**config.mk**
```make
export PLATFORM = sky130hd
export DESIGN_NAME = ffs_supervisor
export DESIGN_NICKNAME = d
export VERILOG_FILES = /design/src/ffs_pkg.sv /design/src/ffs_supervisor.sv
export SDC_FILE = /design/constraint.sdc
export NUM_CORES = 1
export LEC_CHECK = 0
export BUFFER_PORTS_ARGS = -buffer_cell sky130_fd_sc_hd__clkbuf_2
export CAP_MARGIN = 20
export CELL_PAD_IN_SITES_DETAIL_PLACEMENT = 0
export CELL_PAD_IN_SITES_GLOBAL_PLACEMENT = 1
export CORE_AREA = 2 2 183 185
export CTS_BUF_LIST = sky130_fd_sc_hd__clkbuf_8 sky130_fd_sc_hd__clkbuf_16
export CTS_CLUSTER_DIAMETER = 50
export DETAILED_ROUTE_END_ITERATION = 12
export DIE_AREA = 0 0 185 187
export PLACE_DENSITY = 0.87
export SKIP_CTS_REPAIR_TIMING = 1
export SYNTH_ARGS = -nofsm -noshare
export SYNTH_HDL_FRONTEND = slang
export SYNTH_SLANG_ARGS = --single-unit
export TNS_END_PERCENT = 5
```
**constraint.sdc**
```tcl
create_clock -name clk -period 7.1 [get_ports clk]
set_input_delay 0.71 -clock clk [delete_from_list [all_inputs] [get_ports clk]]
set_output_delay 0.71 -clock clk [all_outputs]
set_load 0.1 [all_outputs]
```
**src/ffs_pkg.sv**
```systemverilog
package ffs_pkg;

  // ****************************************
  // Timing
  // ****************************************
  localparam int CLK_MHZ = 125;
  localparam int NS_PER_US = 1000;
  localparam int US_PER_MS = 1000;
  localparam int TW = 28;
  localparam int BLANK_NS = 190;
  localparam int BLANK_CYC =
    (BLANK_NS * CLK_MHZ + NS_PER_US - 1) / NS_PER_US;
  localparam int COT_HOLD_NS = 4350;
  localparam int COT_HOLD_CYC =
    (COT_HOLD_NS * CLK_MHZ + NS_PER_US - 1) / NS_PER_US;
  localparam int ZCD_WAIT_US = 700;
  localparam int ZCD_WAIT_CYC = ZCD_WAIT_US * CLK_MHZ;
  localparam int OPP_MS = 160;
  localparam int OPP_CYC = OPP_MS * US_PER_MS * CLK_MHZ;
  localparam int FDR_MS = 1500;
  localparam int FDR_CYC = FDR_MS * US_PER_MS * CLK_MHZ;
  localparam int NTC_US = 50;
  localparam int NTC_CYC = NTC_US * CLK_MHZ;
  localparam int INPUT_OVERVOLTAGE_FAULT_US = 750;
  localparam int INPUT_OVERVOLTAGE_FAULT_CYC = INPUT_OVERVOLTAGE_FAULT_US * CLK_MHZ;
  localparam int BO_MS = 60;
  localparam int BO_CYC = BO_MS * US_PER_MS * CLK_MHZ;
  localparam int LINE_LOSS_MS = 2000;
  localparam int LINE_LOSS_CYC = LINE_LOSS_MS * US_PER_MS * CLK_MHZ;

  // ****************************************
  // Pulse counts
  // ****************************************
  localparam int OCP_PULSES = 3;
  localparam int OVP_PULSES = 3;
  localparam int CSOTP_PULSES = 2;
  localparam int TSD_PULSES = 3;
  localparam int BI_PULSES = 3;
  localparam int BO_PULSES = 3;

  // ****************************************
  // Registers
  // ****************************************
  localparam int AW = 4;
  localparam logic [3:0] REG_CTRL = 4'h0;
  localparam logic [3:0] REG_STATUS = 4'h4;
  localparam logic [3:0] REG_FAULT = 4'h8;
  localparam logic [1:0] OPT_ALL_AUTO = 2'h0;
  localparam logic [1:0] OPT_GROUP_LATCH = 2'h1;
  localparam logic [1:0] OPT_OVP_OTP_LATCH = 2'h2;
  localparam logic [1:0] CTRL_RST = 2'h0;

  // ****************************************
  // Fault indices
  // ****************************************
  localparam int F_OVP = 0;
  localparam int F_OPP = 1;
  localparam int F_PPL = 2;
  localparam int F_OCP = 3;
  localparam int F_SCP = 4;
  localparam int F_NTC = 5;
  localparam int F_CSOTP = 6;
  localparam int F_INPUT_OVERVOLTAGE_FAULT = 7;
  localparam int F_TSD = 8;
  localparam int F_BI = 9;
  localparam int F_BO = 10;
  localparam int NUM_FAULTS = 11;
  localparam int STICKY_W = NUM_FAULTS + 1;

  typedef enum logic [1:0] {RESP_NONE, RESP_UVLO, RESP_TIMED, RESP_LATCH}
    ffs_resp_t;
  typedef enum logic [1:0] {ST_RUN, ST_UVLO_HOLD, ST_RECOVER, ST_LATCHED}
    ffs_state_t;
  typedef enum logic [1:0] {BS_IDLE, BS_ON, BS_WAIT_ZCD, BS_HOLD}
    ffs_boost_t;

endpackage

```
**src/ffs_supervisor.sv**
```systemverilog
// Local design decisions: the register addresses and the Avalon-MM slave port.
`timescale 1ns/1ns
// Operation
// - Boost enabled at bias turn-on level, disabled below turn-off level.
// - No boost switching while bias input is at or above disable level.
// - In peak-current mode next cycle starts after a zero crossing.
// - Missing zero crossing: next cycle only after the 700 us timer.
// - Peak-current mode ends on-time when peak comparator trips.
// - Off-time mode trip after blanking blocks new cycle for 4.35 us.
// - First option: every fault auto-recovers, never latches.
// - Second option latches output OV, power, current, short, current-sense and thermistor OTP faults.
// - Third option latches only output OV and thermistor overtemperature.
// - Latched state holds until supply reset or a line zero crossing after line loss.
// - Line back within 2 s of loss clears latch and restarts.
// - Over-power after 160 ms; timed restart waits 1.5 s.
// - Overcurrent on three low-side pulses, response by option.
// - Output overvoltage on three low-side pulses, response by option.
// - Short circuit when supply at turn-off with power or low-aux flag.
// - Thermistor fault after 50 us; auto set holds until release.
// - Current-sense overtemperature on two high-side pulses.
// - Input overvoltage after 750 us; holds until pin below release.
// - Start check ignores first pulse; three low pulses force restart.
// - Brown-out after 60 ms plus three confirming low pulses.
module ffs_supervisor #(
  parameter int ZCD_WAIT_CYC_P = ffs_pkg::ZCD_WAIT_CYC,
  parameter int OPP_CYC_P = ffs_pkg::OPP_CYC,
  parameter int FDR_CYC_P = ffs_pkg::FDR_CYC,
  parameter int NTC_CYC_P = ffs_pkg::NTC_CYC,
  parameter int INPUT_OVERVOLTAGE_FAULT_CYC_P = ffs_pkg::INPUT_OVERVOLTAGE_FAULT_CYC,
  parameter int BO_CYC_P = ffs_pkg::BO_CYC,
  parameter int LINE_LOSS_CYC_P = ffs_pkg::LINE_LOSS_CYC
) (
  input wire logic clk,
  input wire logic nrst,
  input wire logic [3:0] avAddress,
  input wire logic avRead,
  input wire logic avWrite,
  input wire logic [31:0] avWriteData,
  input wire logic [3:0] avByteEnable,
  output logic [31:0] avReadData,
  output logic avWaitRequest,
  input wire logic binAboveOn,
  input wire logic binAboveOff,
  input wire logic binAboveDis,
  input wire logic bswBelowBin,
  input wire logic boostPeakTrip,
  input wire logic cotMode,
  input wire logic lowSidePulse,
  input wire logic highSidePulse,
  input wire logic ocpCmp,
  input wire logic ovpCmp,
  input wire logic csOtpCmp,
  input wire logic tsdCmp,
  input wire logic oppCmp,
  input wire logic pplCmp,
  input wire logic vddAtOff,
  input wire logic auxLowCmp,
  input wire logic ntcCmp,
  input wire logic ntcRelease,
  input wire logic iovpCmp,
  input wire logic fltBelowRelease,
  input wire logic vddBelowReset,
  input wire logic startCycle,
  input wire logic lineRunOk,
  input wire logic lineStopLow,
  input wire logic lineLost,
  input wire logic lineZeroCross,
  output logic boostGate,
  output logic switchEnable,
  output logic uvloRequest
);

  localparam int W = ffs_pkg::TW;
  localparam int NF = ffs_pkg::NUM_FAULTS;
  localparam int NQ = 4;

  // ****************************************
  // Bias regulator boost control
  // ****************************************
  logic biasEn_r;
  logic boostRun;
  ffs_pkg::ffs_boost_t bs_r;
  ffs_pkg::ffs_boost_t bsNxt;
  logic [W-1:0] bCnt_r;
  logic blankDone;
  logic zcdTimeout;
  logic boostGate_r;

  always_ff @(posedge clk or negedge nrst) begin
    if (!nrst) begin
      biasEn_r <= 1'b0;
    end else if (binAboveOn) begin
      biasEn_r <= 1'b1;
    end else if (!binAboveOff) begin
      biasEn_r <= 1'b0;
    end
  end

  assign boostRun = biasEn_r && !binAboveDis;
  // Trips inside blanking are switching noise, not current
  assign blankDone = bCnt_r >= W'(ffs_pkg::BLANK_CYC);

  always_comb begin
    bsNxt = bs_r;
    zcdTimeout = 1'b0;
    case (bs_r)
      ffs_pkg::BS_IDLE: begin
        if (boostRun) bsNxt = ffs_pkg::BS_ON;
      end
      ffs_pkg::BS_ON: begin
        if (!boostRun) begin
          bsNxt = ffs_pkg::BS_IDLE;
        end else if (boostPeakTrip && blankDone) begin
          bsNxt = cotMode ? ffs_pkg::BS_HOLD : ffs_pkg::BS_WAIT_ZCD;
        end
      end
      ffs_pkg::BS_WAIT_ZCD: begin
        if (!boostRun) begin
          bsNxt = ffs_pkg::BS_IDLE;
        end else if (bswBelowBin) begin
          bsNxt = ffs_pkg::BS_ON;
        end else if (bCnt_r == W'(ZCD_WAIT_CYC_P - 1)) begin
          bsNxt = ffs_pkg::BS_ON;
          zcdTimeout = 1'b1;
        end
      end
      ffs_pkg::BS_HOLD: begin
        if (!boostRun) begin
          bsNxt = ffs_pkg::BS_IDLE;
        end else if (bCnt_r == W'(ffs_pkg::COT_HOLD_CYC - 1)) begin
          bsNxt = ffs_pkg::BS_IDLE;
        end
      end
      default: bsNxt = ffs_pkg::BS_IDLE;
    endcase
  end

  always_ff @(posedge clk or negedge nrst) begin
    if (!nrst) begin
      bs_r <= ffs_pkg::BS_IDLE;
      bCnt_r <= '0;
      boostGate_r <= 1'b0;
    end else begin
      bs_r <= bsNxt;
      boostGate_r <= bsNxt == ffs_pkg::BS_ON;
      if (bsNxt != bs_r || zcdTimeout) begin
        bCnt_r <= '0;
      end else if (bCnt_r != '1) begin
        bCnt_r <= bCnt_r + 1'b1;
      end
    end
  end

  assign boostGate = boostGate_r;

  // ****************************************
  // Fault qualifiers
  // ****************************************
  logic [1:0] opt_r;
  ffs_pkg::ffs_state_t st_r;
  ffs_pkg::ffs_state_t stNxt;
  logic switchEn_r;
  logic [NF-1:0] faultEvt;
  logic [NQ-1:0] pqCond;
  logic [NQ-1:0] pqPulse;
  logic [NQ-1:0] pqFire;
  logic [NQ-1:0] tqCond;
  logic [NQ-1:0] tqFire;
  localparam int PQ_N [NQ] = '{ffs_pkg::OCP_PULSES, ffs_pkg::OVP_PULSES,
    ffs_pkg::CSOTP_PULSES, ffs_pkg::TSD_PULSES};
  localparam int TQ_N [NQ] = '{OPP_CYC_P, OPP_CYC_P, NTC_CYC_P, INPUT_OVERVOLTAGE_FAULT_CYC_P};

  assign pqCond = {tsdCmp, csOtpCmp, ovpCmp, ocpCmp};
  assign pqPulse = {lowSidePulse, highSidePulse, lowSidePulse, lowSidePulse};
  assign tqCond = {iovpCmp, ntcCmp, pplCmp, oppCmp};

  for (genvar g = 0; g < NQ; g++) begin : g_qual
    logic [2:0] pCnt_r;
    logic [W-1:0] tCnt_r;
    assign pqFire[g] = switchEn_r && pqPulse[g] && pqCond[g] &&
      pCnt_r == 3'(PQ_N[g] - 1);
    assign tqFire[g] = switchEn_r && tqCond[g] &&
      tCnt_r == W'(TQ_N[g] - 1);
    always_ff @(posedge clk or negedge nrst) begin
      if (!nrst) begin
        pCnt_r <= 3'h0;
      end else if (!switchEn_r) begin
        pCnt_r <= 3'h0;
      end else if (pqPulse[g]) begin
        pCnt_r <= (pqCond[g] && !pqFire[g]) ? pCnt_r + 3'h1 : 3'h0;
      end
    end
    always_ff @(posedge clk or negedge nrst) begin
      if (!nrst) begin
        tCnt_r <= '0;
      end else if (!switchEn_r || !tqCond[g]) begin
        tCnt_r <= '0;
      end else if (!tqFire[g]) begin
        tCnt_r <= tCnt_r + 1'b1;
      end
    end
  end

  // ****************************************
  // Brown-in and brown-out
  // ****************************************
  logic biActive_r;
  logic biSeen_r;
  logic [1:0] biLow_r;
  logic biFault;
  logic boArmed_r;
  logic boExpired_r;
  logic [W-1:0] boCnt_r;
  logic [1:0] boConf_r;
  logic boFault;

  assign biFault = biActive_r && biSeen_r && lowSidePulse && !lineRunOk &&
    biLow_r == 2'(ffs_pkg::BI_PULSES - 1);

  always_ff @(posedge clk or negedge nrst) begin
    if (!nrst) begin
      biActive_r <= 1'b0;
      biSeen_r <= 1'b0;
      biLow_r <= 2'h0;
    end else if (startCycle) begin
      biActive_r <= 1'b1;
      biSeen_r <= 1'b0;
      biLow_r <= 2'h0;
    end else if (biActive_r && lowSidePulse) begin
      if (!biSeen_r) begin
        biSeen_r <= 1'b1;
      end else if (lineRunOk || biFault) begin
        biActive_r <= 1'b0;
      end else begin
        biLow_r <= biLow_r + 2'h1;
      end
    end
  end

  // Timer may expire while switching pauses; pulses still have to confirm
  assign boFault = boExpired_r && lowSidePulse && lineStopLow &&
    boConf_r == 2'(ffs_pkg::BO_PULSES - 1);

  always_ff @(posedge clk or negedge nrst) begin
    if (!nrst) begin
      boArmed_r <= 1'b0;
      boExpired_r <= 1'b0;
      boCnt_r <= '0;
      boConf_r <= 2'h0;
    end else if ((lowSidePulse && !lineStopLow) || boFault) begin
      boArmed_r <= 1'b0;
      boExpired_r <= 1'b0;
      boCnt_r <= '0;
      boConf_r <= 2'h0;
    end else begin
      if (lowSidePulse && lineStopLow) boArmed_r <= 1'b1;
      if (boArmed_r && !boExpired_r) begin
        if (boCnt_r == W'(BO_CYC_P - 1)) begin
          boExpired_r <= 1'b1;
        end else begin
          boCnt_r <= boCnt_r + 1'b1;
        end
      end
      if (boExpired_r && lowSidePulse && lineStopLow) begin
        boConf_r <= boConf_r + 2'h1;
      end
    end
  end

  // ****************************************
  // Fault response
  // ****************************************
  logic holdNtc_r;
  logic holdIovp_r;
  logic lossSeen_r;
  logic [W-1:0] lossCnt_r;
  logic latchReset;
  logic [W-1:0] rcCnt_r;
  logic uvloReq_r;
  ffs_pkg::ffs_resp_t worst;

  function automatic ffs_pkg::ffs_resp_t respOf(input int idx,
                                                input logic [1:0] opt);
    ffs_pkg::ffs_resp_t r;
    logic grp;
    logic any;
    r = ffs_pkg::RESP_UVLO;
    grp = opt == ffs_pkg::OPT_GROUP_LATCH;
    any = opt != ffs_pkg::OPT_ALL_AUTO;
    case (idx)
      ffs_pkg::F_OVP: r = any ? ffs_pkg::RESP_LATCH : ffs_pkg::RESP_TIMED;
      ffs_pkg::F_NTC: r = any ? ffs_pkg::RESP_LATCH : ffs_pkg::RESP_UVLO;
      ffs_pkg::F_OPP, ffs_pkg::F_PPL, ffs_pkg::F_OCP, ffs_pkg::F_SCP,
      ffs_pkg::F_CSOTP: r = grp ? ffs_pkg::RESP_LATCH : ffs_pkg::RESP_TIMED;
      default: r = ffs_pkg::RESP_UVLO;
    endcase
    return r;
  endfunction

  always_comb begin
    faultEvt = '0;
    faultEvt[ffs_pkg::F_OCP] = pqFire[0];
    faultEvt[ffs_pkg::F_OVP] = pqFire[1];
    faultEvt[ffs_pkg::F_CSOTP] = pqFire[2];
    faultEvt[ffs_pkg::F_TSD] = pqFire[3];
    faultEvt[ffs_pkg::F_OPP] = tqFire[0];
    faultEvt[ffs_pkg::F_PPL] = tqFire[1];
    faultEvt[ffs_pkg::F_NTC] = tqFire[2];
    faultEvt[ffs_pkg::F_INPUT_OVERVOLTAGE_FAULT] = tqFire[3];
    faultEvt[ffs_pkg::F_SCP] = switchEn_r && vddAtOff &&
      (oppCmp || auxLowCmp);
    faultEvt[ffs_pkg::F_BI] = switchEn_r && biFault;
    faultEvt[ffs_pkg::F_BO] = switchEn_r && boFault;
  end

  always_comb begin
    worst = ffs_pkg::RESP_NONE;
    for (int i = 0; i < NF; i++) begin
      if (faultEvt[i] && respOf(i, opt_r) > worst) begin
        worst = respOf(i, opt_r);
      end
    end
  end

  // Loss time only runs while the line is reported absent
  assign latchReset = vddBelowReset || (lineZeroCross && lossSeen_r &&
    lossCnt_r < W'(LINE_LOSS_CYC_P));

  always_ff @(posedge clk or negedge nrst) begin
    if (!nrst) begin
      lossSeen_r <= 1'b0;
      lossCnt_r <= '0;
    end else if (lineZeroCross) begin
      lossSeen_r <= 1'b0;
      lossCnt_r <= '0;
    end else if (lineLost) begin
      lossSeen_r <= 1'b1;
      if (lossCnt_r != W'(LINE_LOSS_CYC_P)) lossCnt_r <= lossCnt_r + 1'b1;
    end
  end

  // Set wins over release
  always_ff @(posedge clk or negedge nrst) begin
    if (!nrst) begin
      holdNtc_r <= 1'b0;
      holdIovp_r <= 1'b0;
    end else begin
      if (faultEvt[ffs_pkg::F_NTC] && opt_r == ffs_pkg::OPT_ALL_AUTO) begin
        holdNtc_r <= 1'b1;
      end else if (ntcRelease) begin
        holdNtc_r <= 1'b0;
      end
      if (faultEvt[ffs_pkg::F_INPUT_OVERVOLTAGE_FAULT]) begin
        holdIovp_r <= 1'b1;
      end else if (fltBelowRelease) begin
        holdIovp_r <= 1'b0;
      end
    end
  end

  always_comb begin
    stNxt = st_r;
    case (st_r)
      ffs_pkg::ST_RUN: begin
        case (worst)
          ffs_pkg::RESP_LATCH: stNxt = ffs_pkg::ST_LATCHED;
          ffs_pkg::RESP_TIMED: stNxt = ffs_pkg::ST_RECOVER;
          ffs_pkg::RESP_UVLO: stNxt = ffs_pkg::ST_UVLO_HOLD;
          default: stNxt = ffs_pkg::ST_RUN;
        endcase
      end
      ffs_pkg::ST_UVLO_HOLD: begin
        if (startCycle && !holdNtc_r && !holdIovp_r) stNxt = ffs_pkg::ST_RUN;
      end
      ffs_pkg::ST_RECOVER: begin
        if (rcCnt_r == W'(FDR_CYC_P - 1)) stNxt = ffs_pkg::ST_RUN;
      end
      ffs_pkg::ST_LATCHED: begin
        if (latchReset) stNxt = ffs_pkg::ST_RUN;
      end
      default: stNxt = ffs_pkg::ST_RUN;
    endcase
  end

  always_ff @(posedge clk or negedge nrst) begin
    if (!nrst) begin
      st_r <= ffs_pkg::ST_RUN;
      switchEn_r <= 1'b1;
      uvloReq_r <= 1'b0;
      rcCnt_r <= '0;
    end else begin
      st_r <= stNxt;
      switchEn_r <= stNxt == ffs_pkg::ST_RUN;
      uvloReq_r <= stNxt == ffs_pkg::ST_UVLO_HOLD ||
        stNxt == ffs_pkg::ST_RECOVER;
      rcCnt_r <= (st_r == ffs_pkg::ST_RECOVER) ? rcCnt_r + 1'b1 : '0;
    end
  end

  assign switchEnable = switchEn_r;
  assign uvloRequest = uvloReq_r;

  // ****************************************
  // Avalon-MM slave
  // ****************************************
  logic ack_r;
  logic wrEn;
  logic [31:0] wMask;
  logic [31:0] rdNxt;
  logic [31:0] rd_r;
  logic [ffs_pkg::STICKY_W-1:0] sticky_r;
  logic [ffs_pkg::STICKY_W-1:0] stickyClr;

  // One wait state on every access
  assign avWaitRequest = (avRead || avWrite) && !ack_r;
  assign wrEn = avWrite && ack_r;
  assign wMask = {{8{avByteEnable[3]}}, {8{avByteEnable[2]}},
    {8{avByteEnable[1]}}, {8{avByteEnable[0]}}};
  assign stickyClr = (wrEn && avAddress == ffs_pkg::REG_FAULT) ?
    avWriteData[ffs_pkg::STICKY_W-1:0] & wMask[ffs_pkg::STICKY_W-1:0] : '0;

  always_comb begin
    rdNxt = 32'h0;
    case (avAddress)
      ffs_pkg::REG_CTRL: rdNxt[1:0] = opt_r;
      ffs_pkg::REG_STATUS: rdNxt[7:0] = {holdIovp_r, holdNtc_r, boostGate_r,
        biasEn_r, st_r == ffs_pkg::ST_UVLO_HOLD, st_r == ffs_pkg::ST_RECOVER,
        st_r == ffs_pkg::ST_LATCHED, switchEn_r};
      ffs_pkg::REG_FAULT: rdNxt[ffs_pkg::STICKY_W-1:0] = sticky_r;
      default: rdNxt = 32'h0;
    endcase
  end

  always_ff @(posedge clk or negedge nrst) begin
    if (!nrst) begin
      ack_r <= 1'b0;
      rd_r <= 32'h0;
      opt_r <= ffs_pkg::CTRL_RST;
      sticky_r <= '0;
    end else begin
      ack_r <= (avRead || avWrite) && !ack_r;
      if (avRead && !ack_r) rd_r <= rdNxt;
      if (wrEn && avAddress == ffs_pkg::REG_CTRL && avByteEnable[0]) begin
        opt_r <= (avWriteData[1:0] > ffs_pkg::OPT_OVP_OTP_LATCH) ?
          ffs_pkg::OPT_ALL_AUTO : avWriteData[1:0];
      end
      sticky_r <= {zcdTimeout, faultEvt} | (sticky_r & ~stickyClr);
    end
  end

  assign avReadData = rd_r;
endmodule // ffs_supervisor

```
==> results list <==
- Setup violations remaining at the end of the flow were counted as 0.
* Critical path startpoint: g_qual[0].tCnt_r[12]
* PD cells: 237 nW/um^2
- Count of routing violations after the opening detailed-route iteration: about 710
- Row Count: 67
* H-tree depth: 2
- Arrival @ worst endpoint: about 7000 ps
* Crit Path Category: register to register
- DRC violation count after routing: 0
* Later-pin clock latency in the skew report: just over 500 ps
- Of the available clock period, the critical path in the final layout requires 0.946.
* Post-route core utilization: 0.510
* Post-DP HPWL: 22,900 um
* Peak fanout along the critical path: 6
- Number of nets in the finished design: between 1,500 and 2,000
- Worst Max-Slew Pin Slew: between 1000 and 1500 ps
- ANT nets after route: 0
* Global placement routability congestion: just over 0.8
- Area added between synthesis and finish: 12.8%
* Run status: complete, no violations
- Synthesized area divided by synthesized cell count: 9.24 um^2
* Cell area after synthesis: approximately 15,000 um^2
- Setup Skew: a little under 20 ps
- Pin placement for this block handled 106 I/O pins.
* Met2 WL post-DR: 15,200 um
- Number of enable flip-flop cells after synthesis: 0
* Clock tree root driver cell: sky130_fd_sc_hd__clkbuf_16
- Post-synthesis async set-or-reset flop share: 1.00
* Path type of the worst min-delay path: input port to asynchronous set/reset pin
- The cell count after synthesis came out at about 1,600.
- For this configuration, the core starts out at a cell density of 0.452.
- The clock net in this run drives a total of between 200 and 300 sinks.
- The number of clock buffers added by TritonCTS is 35.
* DR WL/cell: ~16 um
- Clock Tree Buf Depth: 3
- Endpoint type of the worst setup path: register
- After detailed routing, the number of vias per cell comes to 5.38.
* Number of warning messages in the yosys log: 0
- Antenna violations before repair: 1
- Routed wire length on met3: 1340 um
- Post-CTS clock slew at the launch and capture registers of the worst setup and hold paths: roughly 60 ps
- Measured along the x axis, the die boundary spans about 190 um.
- The final-report hold violation count is 0.
- Max-cap violations in this run came to 0.
- TritonCTS clock tree: done
- Sequential share of the synthesized area: 0.475
- Unrepaired setup endpoints after global routing: false
- Number of library cell types mapped by synthesis: about 70
* Fraction of final layout cells sized beyond drive strength 1: 0.0846
- LEAKAGE: slightly above 0.007 uW
- In this run the tool buffered the top-level ports with 63 buffer cells.
* Max-slew violation count: 0
- The highest metal layer carrying signal wires in the routed design is met4.
- Time the final worst path needs with I/O delays and setup: roughly 6700 ps
- Height of the chip: around 190 um
- Once placement finished, the instance area stood at ~16,000 um^2.
- The number of global-route vias before repair was about 11,000.
- The worst pin sits at a relative slew slack of 0.229.
- The first global-routing pass estimated 56,000 um of wire.
* Routed wire length: around 33,000 um
* Maximum clock frequency: ~150 MHz
- For this run, the total global-route usage over all layers was measured as 0.195.
- Summing all non-filler instances in the final layout gives an area of roughly 17,000 um^2.
- Flip-flop cell with the highest count after synthesis: sky130_fd_sc_hd__dfrtp_1
- The synthesized design contains between 200 and 300 register bits.
- The routed layout has 11,588 vias.
* Startpoint kind of the worst setup timing path: register
* Detailed-routing wirelength on met1: between 15,000 and 20,000 um
- The startpoint identified for the worst register-to-register timing path is g_qual[0].tCnt_r[12].
* Number of iterations in the first detailed-routing pass: 5
- Required arrival time at the worst endpoint: 7480 ps
- Overflow left after global routing: 0
- Core area: around 33,000 um^2
- Die outline area: around 35,000 um^2
- Largest net degree at the start of global routing: 194
- IR analysis of the VDD net gives a maximum drop of approximately 0.17 mV.
- Total negative setup slack: 0 ps
[report_power, final]
| group | internal [uW] | switching (uW) | leakage (uW) |
|---|---|---|---|
| registers | 1670 | 69.5 | 0.00388 |
| logic | 141 | 400 | 0.00266 |
| clock network | 992 | 691 | 0.000566 |
[flip-flops by register name (all words and copies together), names as in the netlist, 12 cells and up]
signal,flops
rcCnt_r,28
g_qual.tCnt_r,112
g_qual.pCnt_r,12
bCnt_r,28
avReadData,12
sticky_r,12
boCnt_r,28
lossCnt_r,28
[cell families (layout without fill, tap and decap cells)]
logic type / Yosys count / count (layout) / share of synthesized area
adders and majority gates: 29 / 29 / 0.0244
DFF: 282 / 282 / 0.475
and+or+nand+nor: 835 / 835 / 0.283
AOI/OAI and AO/OA: 149 / 149 / 0.0643
other: 1 / 21 / 0.000252
muxes: 12 / 12 / 0.00816
buffers and inverters: 113 / 187 / 0.0337
xor gates and xnor gates: 189 / 189 / 0.111
[routing by layer]
metal	global-route usage	up-vias
met5	0	-
met4	0.0559	0
met3	0.0304	50
met2	0.304	191
met1	0.283	5642
li1	-	5705
[path summary, 6_finish.rpt]
check	endpoint	slack, ps	depth (start not counted)
worst min register to register	ack_r	470	1
min in group clk	biasEn_r	380	2
worst max-delay path	uvloRequest	380	27
max in group asynchronous	g_qual[1].tCnt_r[23]	5320	2
worst max register to register	uvloRequest	380	27
worst min-delay path	g_qual[3].tCnt_r[19]	190	1
[critical path, cell delays in order (launching register included)]
cell	delay [ps]
sky130_fd_sc_hd__dfrtp_1	440
sky130_fd_sc_hd__or4b_1	530
sky130_fd_sc_hd__or4_4	540
sky130_fd_sc_hd__or4b_4	590
sky130_fd_sc_hd__o22ai_2	230
sky130_fd_sc_hd__ha_1	280
sky130_fd_sc_hd__nor2_1	120
sky130_fd_sc_hd__nand4b_1	120
sky130_fd_sc_hd__o211a_1	260
sky130_fd_sc_hd__nor2_1	70
sky130_fd_sc_hd__a21oi_1	120
sky130_fd_sc_hd__ha_1	240
sky130_fd_sc_hd__nor3_1	170
sky130_fd_sc_hd__a31o_1	220
sky130_fd_sc_hd__o21ai_1	80
sky130_fd_sc_hd__o31a_1	130
sky130_fd_sc_hd__ha_1	270
sky130_fd_sc_hd__nor2_1	40
sky130_fd_sc_hd__a41o_1	230
sky130_fd_sc_hd__a211oi_4	290
sky130_fd_sc_hd__nand2_1	80
sky130_fd_sc_hd__o211ai_1	100
sky130_fd_sc_hd__ha_1	260
sky130_fd_sc_hd__o22ai_1	160
sky130_fd_sc_hd__a21oi_1	80
sky130_fd_sc_hd__o211a_1	260
sky130_fd_sc_hd__o41a_1	370
sky130_fd_sc_hd__ha_1	290
[cells in the mapped netlist (11+ instances only)]
library cell,instances,area share
sky130_fd_sc_hd__nor3_1,36,0.012
sky130_fd_sc_hd__xnor2_1,85,0.050
sky130_fd_sc_hd__mux2i_1,11,0.0074
sky130_fd_sc_hd__nor4_1,39,0.016
sky130_fd_sc_hd__and4_1,26,0.015
sky130_fd_sc_hd__inv_1,48,0.012
sky130_fd_sc_hd__nand4_1,52,0.022
sky130_fd_sc_hd__nor2b_1,19,0.0080
sky130_fd_sc_hd__a21oi_1,36,0.012
sky130_fd_sc_hd__nor4b_1,20,0.012
sky130_fd_sc_hd__xor2_1,104,0.061
sky130_fd_sc_hd__or3_1,28,0.012
sky130_fd_sc_hd__clkbuf_1,36,0.0091
sky130_fd_sc_hd__buf_4,20,0.010
sky130_fd_sc_hd__and2_1,18,0.0076
sky130_fd_sc_hd__and3_1,34,0.014
sky130_fd_sc_hd__dfrtp_1,281,0.47
sky130_fd_sc_hd__nand2_1,158,0.040
sky130_fd_sc_hd__nand3_1,92,0.031
sky130_fd_sc_hd__ha_1,29,0.024
sky130_fd_sc_hd__o21ai_0,50,0.017
sky130_fd_sc_hd__nor2_1,264,0.067
[layout make-up]
cell class	count	area, um^2
Fill cell	3072	16100
Multi-Input combinational cell	1234	7390
Sequential cell	282	7060
Clock buffer	40	945
Tap cell	448	561
Timing Repair Buffer	77	483
Inverter	48	180
Clock inverter	22	151
Antenna cell	1	2.50
[metrics by stage]
stage	setup WS [ps]	hold WS, ps	instances	total power [uW]
after floorplan	709	414	1629	2140
after global placement	348	454	2086	2280
after detailed placement	225	466	2086	2290
after CTS	204	242	2148	4000
after global routing	11.1	249	2152	4140
final	381	186	2152	3970
[cell usage in the layout, fill, tap and decap left out, types with 50 or more instances in the layout]
cell                         n
sky130_fd_sc_hd__clkbuf_2   62
sky130_fd_sc_hd__dfrtp_1   281
sky130_fd_sc_hd__inv_1      54
sky130_fd_sc_hd__nand2_1   158
sky130_fd_sc_hd__nand3_1    92
sky130_fd_sc_hd__nand4_1    52
sky130_fd_sc_hd__nor2_1    264
sky130_fd_sc_hd__o21ai_0    50
sky130_fd_sc_hd__xnor2_1    85
sky130_fd_sc_hd__xor2_1    104
(Power assumes the default switching activity.)
